File: config.mk
export PLATFORM = sky130hd
export DESIGN_NAME = mch_top
export DESIGN_NICKNAME = d
export VERILOG_FILES = /design/src/mch_pkg.sv /design/src/mch_counter.sv /design/src/mch_hold.sv /design/src/mch_top.sv
export SDC_FILE = /design/constraint.sdc
export NUM_CORES = 1
export LEC_CHECK = 0
export BUFFER_PORTS_ARGS = -buffer_cell sky130_fd_sc_hd__buf_2
export CORE_MARGIN = 4
export CORE_UTILIZATION = 50
export CTS_BUF_LIST = sky130_fd_sc_hd__clkbuf_8
export CTS_CLUSTER_DIAMETER = 120
export CTS_CLUSTER_SIZE = 20
export DETAILED_ROUTE_END_ITERATION = 10
export PLACE_DENSITY = 0.74
export SETUP_SLACK_MARGIN = 0.5
export SLEW_MARGIN = 10
export SYNTH_ARGS = -nofsm -noshare
export SYNTH_HDL_FRONTEND = slang
export SYNTH_SLANG_ARGS = --single-unit
File: constraint.sdc
create_clock -name core_clk_i -period 3.7 [get_ports core_clk_i]
set_input_delay 0.555 -clock core_clk_i [delete_from_list [all_inputs] [get_ports core_clk_i]]
set_output_delay 0.555 -clock core_clk_i [all_outputs]
set_load 0.005 [all_outputs]
File: src/mch_pkg.sv
// Constants shared by the modulus counter and holding register block
package mch_pkg;

   // Printed offsets are register indices; byte address is four times the index
   localparam logic [9:0] IDX_ACCUM1_HOLD   = 10'h0_b4;
   localparam logic [9:0] IDX_ACCUM0_HOLD   = 10'h0_b5;
   localparam logic [9:0] IDX_MODULUS_COUNT = 10'h0_b6;
   localparam logic [9:0] IDX_CAPTURE0_HOLD = 10'h0_b8;
   localparam logic [9:0] IDX_CAPTURE1_HOLD = 10'h0_ba;
   localparam logic [9:0] IDX_CAPTURE2_HOLD = 10'h0_bc;
   localparam logic [9:0] IDX_CAPTURE3_HOLD = 10'h0_be;
   localparam logic [9:0] IDX_CONTROL       = 10'h0_c0;
   localparam logic [9:0] IDX_STATUS        = 10'h0_c1;
   localparam logic [9:0] IDX_MASK          = 10'h0_c2;

   localparam int         APB_ADDR_W   = 12;
   localparam int         NUM_CAPTURES = 4;
   localparam int         NUM_ACCUMS   = 2;

   // Control register fields
   localparam int         CTL_COUNT_ENABLE  = 0;
   localparam int         CTL_MODULUS_MODE  = 1;
   localparam int         CTL_READ_RELOAD   = 2;
   localparam int         CTL_LATCH_NOT_Q   = 3;
   localparam int         CTL_BUFFER_ENABLE = 4;
   localparam int         CTL_ACCUM0_ENABLE = 5;
   localparam int         CTL_ACCUM1_ENABLE = 6;
   localparam int         CTL_FORCE_LOAD    = 7;
   localparam int         CTL_WIDTH         = 7;

   // Status and mask fields
   localparam int         STS_COUNTER_ZERO  = 0;
   localparam int         STS_LATCH_DONE    = 1;
   localparam int         STS_WIDTH         = 2;

   // Reset values
   localparam logic [15:0] RST_COUNT    = 16'hffff;
   localparam logic [15:0] RST_RELOAD   = 16'hffff;
   localparam logic [15:0] RST_HOLD     = 16'h0000;
   localparam logic [6:0]  RST_CONTROL  = 7'h00;
   localparam logic [1:0]  RST_STATUS   = 2'h0;
   localparam logic [1:0]  RST_MASK     = 2'h0;
   localparam logic [31:0] READ_ZERO    = 32'h0000_0000;

   // Default prescale ratio, in module clocks per down-count
   localparam int         PRESCALE_DEF = 1;

endpackage

File: src/mch_counter.sv
// Modulus down-counter with reload register and prescaler
`timescale 1ns/1ps
module mch_counter
#(
   parameter int PRESCALE = mch_pkg::PRESCALE_DEF
)
(
   // Clock and reset
   input  wire logic        core_clk_i,
   input  wire logic        reset_n_i,
   // Control
   input  wire logic        wr_i,
   input  wire logic [15:0] wr_data_i,
   input  wire logic        force_i,
   input  wire logic        mod_mode_i,
   input  wire logic        enable_i,
   // State
   output logic      [15:0] count_o,
   output logic      [15:0] reload_o,
   output logic             zero_o
);
   import mch_pkg::*;

   localparam int PW = (PRESCALE > 1) ? $clog2(PRESCALE) : 1;
   localparam logic [PW-1:0] PRE_LAST = PW'(PRESCALE - 1);

   if (PRESCALE < 1)
   begin : g_chk
      $error("PRESCALE must be at least one");
   end

   typedef struct packed {
      logic [15:0]   count;
      logic [15:0]   reload;
      logic [PW-1:0] pre;
      logic          zero;
   } mch_cnt_t;

   mch_cnt_t s;
   mch_cnt_t next_s;

   always_comb
   begin
      next_s      = s;
      next_s.zero = 1'b0;
      if (wr_i)
      begin
         next_s.reload = wr_data_i;
         if (wr_data_i == 16'h0000)
         begin
            // Zero write parks the counter without raising the zero event
            next_s.count = 16'h0000;
            next_s.pre   = '0;
         end
         else if (!mod_mode_i)
         begin
            next_s.count = wr_data_i;
            next_s.pre   = '0;
         end
         // Modulus mode: only the reload register moves
      end
      else if (force_i)
      begin
         next_s.count = s.reload;
         next_s.pre   = '0;
      end
      else if (enable_i && s.count != 16'h0000)
      begin
         if (s.pre == PRE_LAST)
         begin
            next_s.pre = '0;
            if (s.count == 16'h0001)
            begin
               next_s.zero  = 1'b1;
               // One-shot stops at zero; modulus mode reloads
               next_s.count = mod_mode_i ? s.reload : 16'h0000;
            end
            else
            begin
               next_s.count = s.count - 16'h0001;
            end
         end
         else
         begin
            next_s.pre = PW'(s.pre + PW'(1));
         end
      end
   end

   always_ff @(posedge core_clk_i or negedge reset_n_i)
   begin
      if (!reset_n_i)
      begin
         s.count  <= RST_COUNT;
         s.reload <= RST_RELOAD;
         s.pre    <= '0;
         s.zero   <= 1'b0;
      end
      else
      begin
         s <= next_s;
      end
   end

   assign count_o  = s.count;
   assign reload_o = s.reload;
   assign zero_o   = s.zero;

endmodule

File: src/mch_hold.sv
// Input capture and pulse accumulator holding registers
`timescale 1ns/1ps
module mch_hold
(
   // Clock and reset
   input  wire logic                                   core_clk_i,
   input  wire logic                                   reset_n_i,
   // Events
   input  wire logic                                   latch_i,
   input  wire logic                                   queue_mode_i,
   input  wire logic [mch_pkg::NUM_CAPTURES-1:0]       cap_evt_i,
   // Live values
   input  wire logic [mch_pkg::NUM_CAPTURES-1:0][15:0] cap_val_i,
   input  wire logic [mch_pkg::NUM_ACCUMS-1:0][7:0]    acc_val_i,
   input  wire logic [mch_pkg::NUM_ACCUMS-1:0]         acc_en_i,
   // Software writes to accumulator holds
   input  wire logic [mch_pkg::NUM_ACCUMS-1:0]         acc_wr_i,
   input  wire logic [7:0]                             wr_data_i,
   // Held values
   output logic      [mch_pkg::NUM_CAPTURES-1:0][15:0] cap_hold_o,
   output logic      [mch_pkg::NUM_ACCUMS-1:0][7:0]    acc_hold_o
);
   import mch_pkg::*;

   typedef struct packed {
      logic [NUM_CAPTURES-1:0][15:0] cap;
      logic [NUM_ACCUMS-1:0][7:0]    acc;
   } mch_hold_t;

   mch_hold_t s;
   mch_hold_t next_s;

   always_comb
   begin
      next_s = s;
      for (int c = 0; c < NUM_CAPTURES; c++)
      begin
         // Capture register still holds the previous value at this edge
         if (latch_i || (queue_mode_i && cap_evt_i[c]))
         begin
            next_s.cap[c] = cap_val_i[c];
         end
      end
      for (int a = 0; a < NUM_ACCUMS; a++)
      begin
         if (latch_i && acc_en_i[a])
         begin
            next_s.acc[a] = acc_val_i[a];
         end
         else if (acc_wr_i[a])
         begin
            next_s.acc[a] = wr_data_i;
         end
      end
   end

   always_ff @(posedge core_clk_i or negedge reset_n_i)
   begin
      if (!reset_n_i)
      begin
         s <= '0;
      end
      else
      begin
         s <= next_s;
      end
   end

   assign cap_hold_o = s.cap;
   assign acc_hold_o = s.acc;

endmodule

File: src/mch_top.sv
// Modulus count register and holding registers behind an APB slave
//
// How it works
// - An enabled 8-bit accumulator is copied into its hold register on every latch event.
// - With read_reload_select clear, reading modulus_count gives the live count.
// - With read_reload_select set, reading modulus_count gives the reload value.
// - Writing zero to modulus_count latches the capture holds and the enabled accumulator holds when latch mode and buffering are on.
// - A zero write leaves the counter at zero and raises no counter_zero_flag.
// - In modulus mode a nonzero count write only changes the reload, taken at the next underflow.
// - Writing force_load_now copies the reload into the counter at once.
// - Outside modulus mode a count write clears the prescaler, loads and counts once to zero.
// - Four capture holds take the values of the four lowest capture registers.
// - Capture holds read at any time and ignore writes.
// - A latch event moves captures and enabled accumulators to holds, then clears those accumulators.
// - In queue mode a new capture first moves the old capture value into its hold.
//
// The APB register port was left to the implementer.
`timescale 1ns/1ps
module mch_top
#(
   parameter int PRESCALE = mch_pkg::PRESCALE_DEF
)
(
   // Clock and reset
   input  wire logic                                   core_clk_i,
   input  wire logic                                   reset_n_i,
   // APB slave
   input  wire logic                                   psel_i,
   input  wire logic                                   penable_i,
   input  wire logic                                   pwrite_i,
   input  wire logic [mch_pkg::APB_ADDR_W-1:0]         paddr_i,
   input  wire logic [31:0]                            pwdata_i,
   input  wire logic [3:0]                             pstrb_i,
   output logic      [31:0]                            prdata_o,
   output logic                                        pready_o,
   output logic                                        pslverr_o,
   // Timer capture side
   input  wire logic [mch_pkg::NUM_CAPTURES-1:0]       cap_evt_i,
   input  wire logic [mch_pkg::NUM_CAPTURES-1:0][15:0] cap_val_i,
   input  wire logic [mch_pkg::NUM_ACCUMS-1:0][7:0]    acc_val_i,
   output logic      [mch_pkg::NUM_ACCUMS-1:0]         acc_clear_o,
   // Interrupt
   output logic                                        irq_o
);
   import mch_pkg::*;

   typedef struct packed {
      logic [31:0]          prdata;
      logic                 pready;
      logic                 pslverr;
      logic [CTL_WIDTH-1:0] control;
      logic [STS_WIDTH-1:0] status;
      logic [STS_WIDTH-1:0] mask;
      logic [NUM_ACCUMS-1:0] acc_clear;
      logic                 irq;
   } mch_top_t;

   mch_top_t s;
   mch_top_t next_s;

   logic [15:0]                   count;
   logic [15:0]                   reload;
   logic                          ctr_zero;
   logic [NUM_CAPTURES-1:0][15:0] cap_hold;
   logic [NUM_ACCUMS-1:0][7:0]    acc_hold;

   logic [9:0]                    idx;
   logic                          access;
   logic                          wr;
   logic                          mapped;
   logic                          wr_count;
   logic [15:0]                   count_wdata;
   logic                          force_load;
   logic                          latch_mode;
   logic                          latch_now;
   logic [NUM_ACCUMS-1:0]         acc_wr;
   logic [NUM_ACCUMS-1:0]         acc_en;
   logic [31:0]                   rd_value;

   assign idx    = paddr_i[11:2];
   // Transfer completes in the access cycle; pready rises one edge after setup
   assign access = psel_i && penable_i && s.pready;
   assign wr     = access && pwrite_i;

   always_comb
   begin
      mapped = 1'b1;
      case (idx)
         IDX_ACCUM1_HOLD:   mapped = 1'b1;
         IDX_ACCUM0_HOLD:   mapped = 1'b1;
         IDX_MODULUS_COUNT: mapped = 1'b1;
         IDX_CAPTURE0_HOLD: mapped = 1'b1;
         IDX_CAPTURE1_HOLD: mapped = 1'b1;
         IDX_CAPTURE2_HOLD: mapped = 1'b1;
         IDX_CAPTURE3_HOLD: mapped = 1'b1;
         IDX_CONTROL:       mapped = 1'b1;
         IDX_STATUS:        mapped = 1'b1;
         IDX_MASK:          mapped = 1'b1;
         default:           mapped = 1'b0;
      endcase
   end

   assign latch_mode = s.control[CTL_LATCH_NOT_Q] && s.control[CTL_BUFFER_ENABLE];
   assign acc_en     = {s.control[CTL_ACCUM1_ENABLE], s.control[CTL_ACCUM0_ENABLE]};

   // Unwritten byte lanes keep the reload value; split byte writes differ from word writes
   assign count_wdata = {pstrb_i[1] ? pwdata_i[15:8] : reload[15:8],
                         pstrb_i[0] ? pwdata_i[7:0]  : reload[7:0]};
   assign wr_count    = wr && (idx == IDX_MODULUS_COUNT);
   assign force_load  = wr && (idx == IDX_CONTROL) && pwdata_i[CTL_FORCE_LOAD];

   // Latch on a zero write or when the count reaches zero
   assign latch_now = latch_mode &&
                      ((wr_count && count_wdata == 16'h0000) || ctr_zero);

   assign acc_wr[1] = wr && (idx == IDX_ACCUM1_HOLD) && pstrb_i[0];
   assign acc_wr[0] = wr && (idx == IDX_ACCUM0_HOLD) && pstrb_i[0];

   always_comb
   begin
      rd_value = READ_ZERO;
      case (idx)
         IDX_ACCUM1_HOLD:   rd_value = {24'h00_0000, acc_hold[1]};
         IDX_ACCUM0_HOLD:   rd_value = {24'h00_0000, acc_hold[0]};
         IDX_MODULUS_COUNT:
         begin
            rd_value = {16'h0000, s.control[CTL_READ_RELOAD] ? reload : count};
         end
         IDX_CAPTURE0_HOLD: rd_value = {16'h0000, cap_hold[0]};
         IDX_CAPTURE1_HOLD: rd_value = {16'h0000, cap_hold[1]};
         IDX_CAPTURE2_HOLD: rd_value = {16'h0000, cap_hold[2]};
         IDX_CAPTURE3_HOLD: rd_value = {16'h0000, cap_hold[3]};
         IDX_CONTROL:       rd_value = {25'h000_0000, s.control};
         IDX_STATUS:        rd_value = {30'h0000_0000, s.status};
         IDX_MASK:          rd_value = {30'h0000_0000, s.mask};
         default:           rd_value = READ_ZERO;
      endcase
   end

   always_comb
   begin
      next_s           = s;
      next_s.pready    = psel_i && !penable_i && !s.pready;
      next_s.acc_clear = '0;
      if (psel_i && !penable_i)
      begin
         next_s.prdata  = pwrite_i ? READ_ZERO : rd_value;
         next_s.pslverr = !mapped;
      end
      else if (access)
      begin
         next_s.prdata  = READ_ZERO;
         next_s.pslverr = 1'b0;
      end

      if (wr && idx == IDX_CONTROL)
      begin
         // Force-load is a strobe and never stored
         next_s.control = pwdata_i[CTL_WIDTH-1:0];
      end
      if (wr && idx == IDX_MASK)
      begin
         next_s.mask = pwdata_i[STS_WIDTH-1:0];
      end
      // Capture hold writes fall through with no effect

      // Write-one-to-clear first, then a new event in the same cycle wins
      if (wr && idx == IDX_STATUS)
      begin
         next_s.status = s.status & ~pwdata_i[STS_WIDTH-1:0];
      end
      if (ctr_zero)
      begin
         next_s.status[STS_COUNTER_ZERO] = 1'b1;
      end
      if (latch_now)
      begin
         next_s.status[STS_LATCH_DONE] = 1'b1;
         // Accumulators clear after their values move to the holds
         next_s.acc_clear = acc_en;
      end

      next_s.irq = |(next_s.status & next_s.mask);
   end

   always_ff @(posedge core_clk_i or negedge reset_n_i)
   begin
      if (!reset_n_i)
      begin
         s.prdata    <= READ_ZERO;
         s.pready    <= 1'b0;
         s.pslverr   <= 1'b0;
         s.control   <= RST_CONTROL;
         s.status    <= RST_STATUS;
         s.mask      <= RST_MASK;
         s.acc_clear <= '0;
         s.irq       <= 1'b0;
      end
      else
      begin
         s <= next_s;
      end
   end

   mch_counter #(
      .PRESCALE (PRESCALE)
   ) u_counter (
      .core_clk_i (core_clk_i),
      .reset_n_i  (reset_n_i),
      .wr_i       (wr_count),
      .wr_data_i  (count_wdata),
      .force_i    (force_load),
      .mod_mode_i (s.control[CTL_MODULUS_MODE]),
      .enable_i   (s.control[CTL_COUNT_ENABLE]),
      .count_o    (count),
      .reload_o   (reload),
      .zero_o     (ctr_zero)
   );

   mch_hold u_hold (
      .core_clk_i   (core_clk_i),
      .reset_n_i    (reset_n_i),
      .latch_i      (latch_now),
      .queue_mode_i (s.control[CTL_BUFFER_ENABLE] && !s.control[CTL_LATCH_NOT_Q]),
      .cap_evt_i    (cap_evt_i),
      .cap_val_i    (cap_val_i),
      .acc_val_i    (acc_val_i),
      .acc_en_i     (acc_en),
      .acc_wr_i     (acc_wr),
      .wr_data_i    (pwdata_i[7:0]),
      .cap_hold_o   (cap_hold),
      .acc_hold_o   (acc_hold)
   );

   assign prdata_o    = s.prdata;
   assign pready_o    = s.pready;
   assign pslverr_o   = s.pslverr;
   assign acc_clear_o = s.acc_clear;
   assign irq_o       = s.irq;

endmodule

==> results of run 1 <==
==> per-layer routing <==
metal | vias to the layer above | track usage | share of wire
li1 | 2875 | - | -
met3 | 43 | 0.0577 | 0.081
met1 | 3060 | 0.338 | 0.44
met5 | - | 0 | 0
met4 | 0 | 0.0901 | 0.028
met2 | 291 | 0.373 | 0.46
==> placed cells by master, fill, tap and decap left out, types with 9 or more instances in the layout <==
cell / n
a211o_1: 12
a21o_1: 11
a22o_1: 13
a22oi_1: 9
buf_2: 136
buf_4: 28
clkbuf_8: 19
conb_1: 16
dfrtp_1: 113
dfstp_2: 32
inv_1: 11
mux2_1: 40
mux2_2: 95
mux2i_1: 37
nand2_1: 44
nand4_1: 10
nor2_1: 34
nor3_1: 12
nor4_1: 24
o21ai_0: 32
==> kinds of logic (layout without fill, tap and decap cells) <==
logic type,count (synthesis),count (layout),synth area share
and+or+nand+nor,174,174,0.113
muxes,172,172,0.234
DFF,145,145,0.455
AOI/OAI and AO/OA,127,127,0.117
buffers and inverters,86,207,0.0627
xor gates and xnor gates,12,12,0.0130
adders and majority gates,3,3,0.00465
other,1,16,0.000465
==> final timing paths <==
path                                        start                endpoint  slack (ps)  depth (start not counted)
max                        u_counter.reload_o[13]   u_hold.cap_hold_o[18]         770                          7
min                                     reset_n_i                   irq_o          90                          1
max reg2reg                u_counter.reload_o[13]   u_hold.cap_hold_o[18]         770                          7
min reg2reg                              pready_o                pready_o         480                          1
max in group asynchronous               reset_n_i  u_counter.reload_o[15]        2760                          2
min in group core_clk_i              cap_val_i[6]    u_hold.cap_hold_o[6]         310                          2
==> report_power, final <==
group          switching (uW)  total (uW)  internal (uW)
clock                     604        1230            622
combinational             153         268            115
sequential               22.6        1650           1620
total                     780        3140           2360
==> cell usage after synthesis, types with 8 or more instances <==
library cell  count  area, um^2
buf_4            40         300
clkbuf_1         26        97.6
nor3b_1           8        60.1
dfrtp_1         113        2830
mux2_2           95        1070
nor3_1           12        60.1
a21o_1           11        82.6
nor4_1           24         150
o21ai_0          32         160
mux2_1           40         450
mux2i_1          37         370
a211o_1          12         105
nand4_1          10        62.6
nor2_1           34         128
inv_1             8        30.0
dfstp_2          32         841
a22o_1           13         114
nand2_1          44         165
a222oi_1          8        80.1
a22oi_1           9        67.6
==> critical path, stage by stage (launching register included) <==
cell and delay, ps:
dfstp_2 410, or4_1 510, o22a_1 230, or4_4 570, o31ai_4 380, a21o_1 130
buf_4 240, mux2_2 360
==> cell type report <==
class | count | share of cell area
clock buffer | 19 | 0.0283
clock inverter | 13 | 0.0131
inverter | 8 | 0.00325
multi-input combinational | 504 | 0.427
sequential | 145 | 0.397
tap | 216 | 0.0292
timing repair buffer | 167 | 0.102
==> flip-flops by register name (all words and copies together) (netlist names) <==
signal	flops
acc_clear_o	2
acc_en	2
irq_o	1
prdata_o	16
pready_o	1
pslverr_o	1
s	9
u_counter.count_o	16
u_counter.reload_o	16
u_counter.zero_o	1
u_hold.acc_hold_o	16
u_hold.cap_hold_o	64
==> metrics by stage <==
step	total power, uW	hold WS, ps
detailed placement	1940	470
CTS	3170	94.2
global placement	1940	459
finish	3140	87.2
floorplan	1790	259
global route	3270	117
==> results.ini, run 1 <==
[global_routing]
grt_pass1_vias = 6240
grt_pass1_wl_um = 34300
antenna_found_initial = 0
overflow = 0
gr-usage-all-layers = 0.243
grt_max_degree = 67

[min_path]
min_path_type = input port to async pin

[route]
routed_via_density = 5.85
drc = 0
drt_wl_total_um = 21700
drtPass1Iterations = 8
vias = 6269
ant_nets = 0
drt_iter0_markers = 605
post_drt_wl_per_cell_um = 20.3

[clock_network]
htreeDepth = 4
cts_buffers = 17
insertion_delay_ps = 460
postCtsSetupRepairBufs = 0
postCtsResizedCells = 0
max-clock-path-buffers = 2
cts_tree = yes
clock_sinks = 145
path_clk_slew_ps = 80
cts-root-buf = clkbuf_8
cts-hold-fix-buffers = 0

[yosys]
synth.avg_cell_area_um2 = 11.2
yosysSeqAreaShare = 0.455
ys_seq_elements = 145
synth_ff_type = dfrtp_1
synth_warnings = 0
synthesis.area_um2 = 8070
synth_edf_count = 0
synthDistinctLibCells = 64
async_flop_share = 1.00
netlist_instances = 720

[critical_path]
worst_setup_path_start_kind = flip-flop
crit_type = flip-flop to flip-flop
cp-end-kind = flip-flop
cp_data_required_time_ps = 4050
cp_max_fo = 16
crit_arrival_ps = 3280

[timing]
report.final.setup_viol = 0
rsz0062_at_grt = no
max_freq_mhz = 341
clock-skew-final_ps = 11.1
min_period_ps = 2930
slew_violations = 0
finalCritPeriodShare = 0.792
hold_violations = 0
slew_headroom = 0.421
setup_slack_ps = 770
finalSetupTns_ps = 0
max_slew.worst_pin.slew_ps = 866

[power_and_ir_drop]
p_leak_uw = 0.00417
p_per_area_nw_per_um2 = 340
irDropWorstVdd_uv = 315

[finish]
n_fill_cell = 1363
area_growth_pct = 14.6
fin_area_um2 = 9240
multi_input_area_um2 = 3950
fin_nets = 983
final_cells = 1072
antenna_cells = 0
layout.area.seq_um2 = 3670
final_layout_size_suffix_gt1_frac = 0.388
post-route-util = 0.584

[floorplanning]
dieArea_um2 = 18200
coreArea_um2 = 15800
row_count = 46
die_w_um = 135
pin_count = 174
die_h_um = 135
start_util = 0.510

[place]
numPortBuffers = 137
dpl.hpwl_um = 16000
preCtsSetupSlack_ps = 465
place_inst = 1040
postPlaceCellArea_um2 = 8860
gp_congestion = 0.933

[status]
status = completed

[flow_run]
drv_cap = 0

Note: power is estimated with default switching activity, not from simulation.
==> run 2, diff against run 1 <==
==> constraint.sdc (replaced) <==
create_clock -name core_clk_i -period 2.8 [get_ports core_clk_i]
set_input_delay 0.42 -clock core_clk_i [delete_from_list [all_inputs] [get_ports core_clk_i]]
set_output_delay 0.42 -clock core_clk_i [all_outputs]
set_load 0.005 [all_outputs]
==> run 2 against run 1 <==
Compared with the run above: utilization increased by 4.2 points; routed wire length increased by 6.5%; via count increased by 4.0%; maximum frequency increased by 8.1%; worst hold slack improved by 86 ps; clock power increased by 40%; first-iteration DRC count increased by 1.8%; global-route usage increased by 0.97 points; clock skew increased by 3.2 ps; largest cell class unchanged; largest power group unchanged.
==> results.ini, run 2 (synthesis gave the netlist of run 1 again) <==
[route]
routed_via_density = 5.86  ; was 5.85
drtPass1Iterations = 7  ; was 8
drt_iter0_markers = 616  ; was 605
ant_nets = 0  ; unchanged
vias = 6521  ; was 6269
drt_wl_total_um = 23100  ; was 21700 um
drc = 0  ; unchanged
post_drt_wl_per_cell_um = 20.8  ; was 20.3 um

[floorplanning]
coreArea_um2 = 15800  ; unchanged
die_w_um = 135  ; unchanged
start_util = 0.510  ; unchanged
row_count = 46  ; unchanged
pin_count = 174  ; unchanged
dieArea_um2 = 18200  ; unchanged
die_h_um = 135  ; unchanged

[finish]
fin_area_um2 = 9910  ; was 9240 um^2
fin_nets = 1023  ; was 983
n_fill_cell = 1251  ; was 1363
final_cell_mix = buf_2 (136), dfrtp_1 (113), mux2_2 (87), buf_4 (54), nand2_1 (43)  ; was buf_2 (136), dfrtp_1 (113), mux2_2 (95), nand2_1 (44), mux2_1 (40)
antenna_cells = 0  ; unchanged
largest_register_ffs = 64  ; unchanged
area_growth_pct = 22.8  ; was 14.6%
final_layout_size_suffix_gt1_frac = 0.452  ; was 0.388
layout_commonest_cell = buf_2  ; unchanged

[global_routing]
gr-usage-all-layers = 0.253  ; was 0.243
grt_pass1_wl_um = 35500  ; was 34300 um
grt_max_degree = 67  ; unchanged
overflow = 0  ; unchanged
grt_pass1_vias = 6430  ; was 6240
antenna_found_initial = 0  ; unchanged

[timing]
max_freq_mhz = 369  ; was 341 MHz
min_period_ps = 2710  ; was 2930 ps
report.final.setup_viol = 0  ; unchanged
clock-skew-final_ps = 14.3  ; was 11.1 ps
slew_headroom = 0.513  ; was 0.421
hold_violations = 0  ; unchanged
finalCritPeriodShare = 0.968  ; was 0.792
holdWs_ps = 174  ; was 87.2 ps
slew_violations = 0  ; unchanged
rsz0062_at_grt = yes  ; was no
max_slew.worst_pin.slew_ps = 730  ; was 866 ps

[min_path]
min_path_type = input port to flip-flop  ; was input port to async pin

[clock_network]
clock_sinks = 145  ; unchanged
cts_tree = yes  ; unchanged
max-clock-path-buffers = 2  ; unchanged
insertion_delay_ps = 460  ; about the same
htreeDepth = 4  ; unchanged
cts_buffers = 17  ; unchanged
cts-root-buf = clkbuf_8  ; unchanged
path_clk_slew_ps = 90  ; was 80 ps

[critical_path]
worst_setup_path_start_kind = flip-flop  ; unchanged
cp_max_fo = 8  ; was 16
crit_type = flip-flop to flip-flop  ; unchanged
cp_data_required_time_ps = 3140  ; was 4050 ps
cp-end-kind = flip-flop  ; unchanged
crit_arrival_ps = 3050  ; was 3280 ps

[flow_run]
drv_cap = 0  ; unchanged

[place]
gp_congestion = 0.928  ; was 0.933
dpl.hpwl_um = 16700  ; was 16000 um
numPortBuffers = 137  ; unchanged
postPlaceCellArea_um2 = 9180  ; was 8860 um^2

[power_and_ir_drop]
irDropWorstVdd_uv = 280  ; was 315 uV
p_per_area_nw_per_um2 = 434  ; was 340 nW/um^2
p_leak_uw = 0.00447  ; was 0.00417 uW

[status]
status = completed  ; unchanged

## run 2: cell count changes in the layout (fill, tap and decap cells not counted), moves of 2 or more
| cell | previous run | this run |
|---|---|---|
| buf_6 | 1 | 5 |
| clkinv_2 | 5 | 3 |
| clkinvlp_4 | 1 | 3 |
| buf_12 | 2 | 6 |
| clkbuf_16 | 0 | 2 |
| clkbuf_8 | 19 | 17 |
| a21o_1 | 11 | 8 |
| mux2_1 | 40 | 18 |
| buf_4 | 28 | 54 |
| a21o_4 | 0 | 3 |
| nand2_8 | 0 | 4 |
| mux2_4 | 0 | 30 |
| mux2_2 | 95 | 87 |
## run 2: worst max-delay path: stages, from the launching register on
cell and delay, ps:
dfstp_2 380, or4_4 500, o22a_1 230, or4_4 470, o31ai_4 220, buf_4 170, a21o_4 120, clkbuf_16 160
mux2_2 340
## run 2: stage by stage
stage | setup TNS (ps) | utilization | total power, uW | instances | setup WS, ps
finish | 0 | 0.626 | 4300 | 1112 | 90.3
global placement | -7720 | 0.580 | 2580 | 1072 | -138
CTS | 0 | 0.615 | 4300 | 1106 | 23.7
detailed placement | -12120 | 0.580 | 2590 | 1072 | -201
global route | 0 | 0.626 | 4450 | 1112 | 34.6
floorplan | 0 | - | 2380 | 735 | 63.7
## run 2: worst paths after layout
kind | start | end | slack, ps | depth (start not counted)
worst max-delay path | u_counter.reload_o[13] | u_hold.cap_hold_o[31] | 90 | 8
worst min-delay path | cap_val_i[6] | u_hold.cap_hold_o[6] | 170 | 2
worst max register to register | u_counter.reload_o[13] | u_hold.cap_hold_o[31] | 90 | 8
worst min register to register | prdata_o[6] | prdata_o[6] | 480 | 2
max in group asynchronous | reset_n_i | u_hold.cap_hold_o[2] | 1430 | 3
min in group asynchronous | reset_n_i | u_hold.cap_hold_o[43] | 520 | 2
## run 2: layout make-up
| cell class | count | area, um^2 | area share |
|---|---|---|---|
| well taps | 216 | 270 | 0.0273 |
| flip-flops and latches | 145 | 3670 | 0.370 |
| clock inverters | 15 | 170 | 0.0172 |
| multi-input cells | 506 | 4180 | 0.422 |
| repair buffers | 205 | 1350 | 0.136 |
| clock buffers | 17 | 234 | 0.0236 |
| inverters | 8 | 30.0 | 0.00303 |
## run 2: power breakdown
part           total [uW]  switching (uW)  internal, uW
Combinational         397             211           185
Clock                1720             847           874
Sequential           2180            32.5          2150
## run 2: routing by layer
metal  wire length [um]  up-vias  GRT usage
li1                   -     2970          -
met1               9680     3196      0.340
met2              11100      308      0.412
met3               1780       47     0.0462
met4                605        0     0.0929
met5                  0        -          0
## run 2: timing repair
action                                  CTS  global route
setup buffers                             0             2
endpoints found under the setup margin  100           105
gates cloned                              1             4
resized for setup                        28            17
pin swaps                                 3             2
hold buffers                              1             0
hold endpoints to repair                 59             0
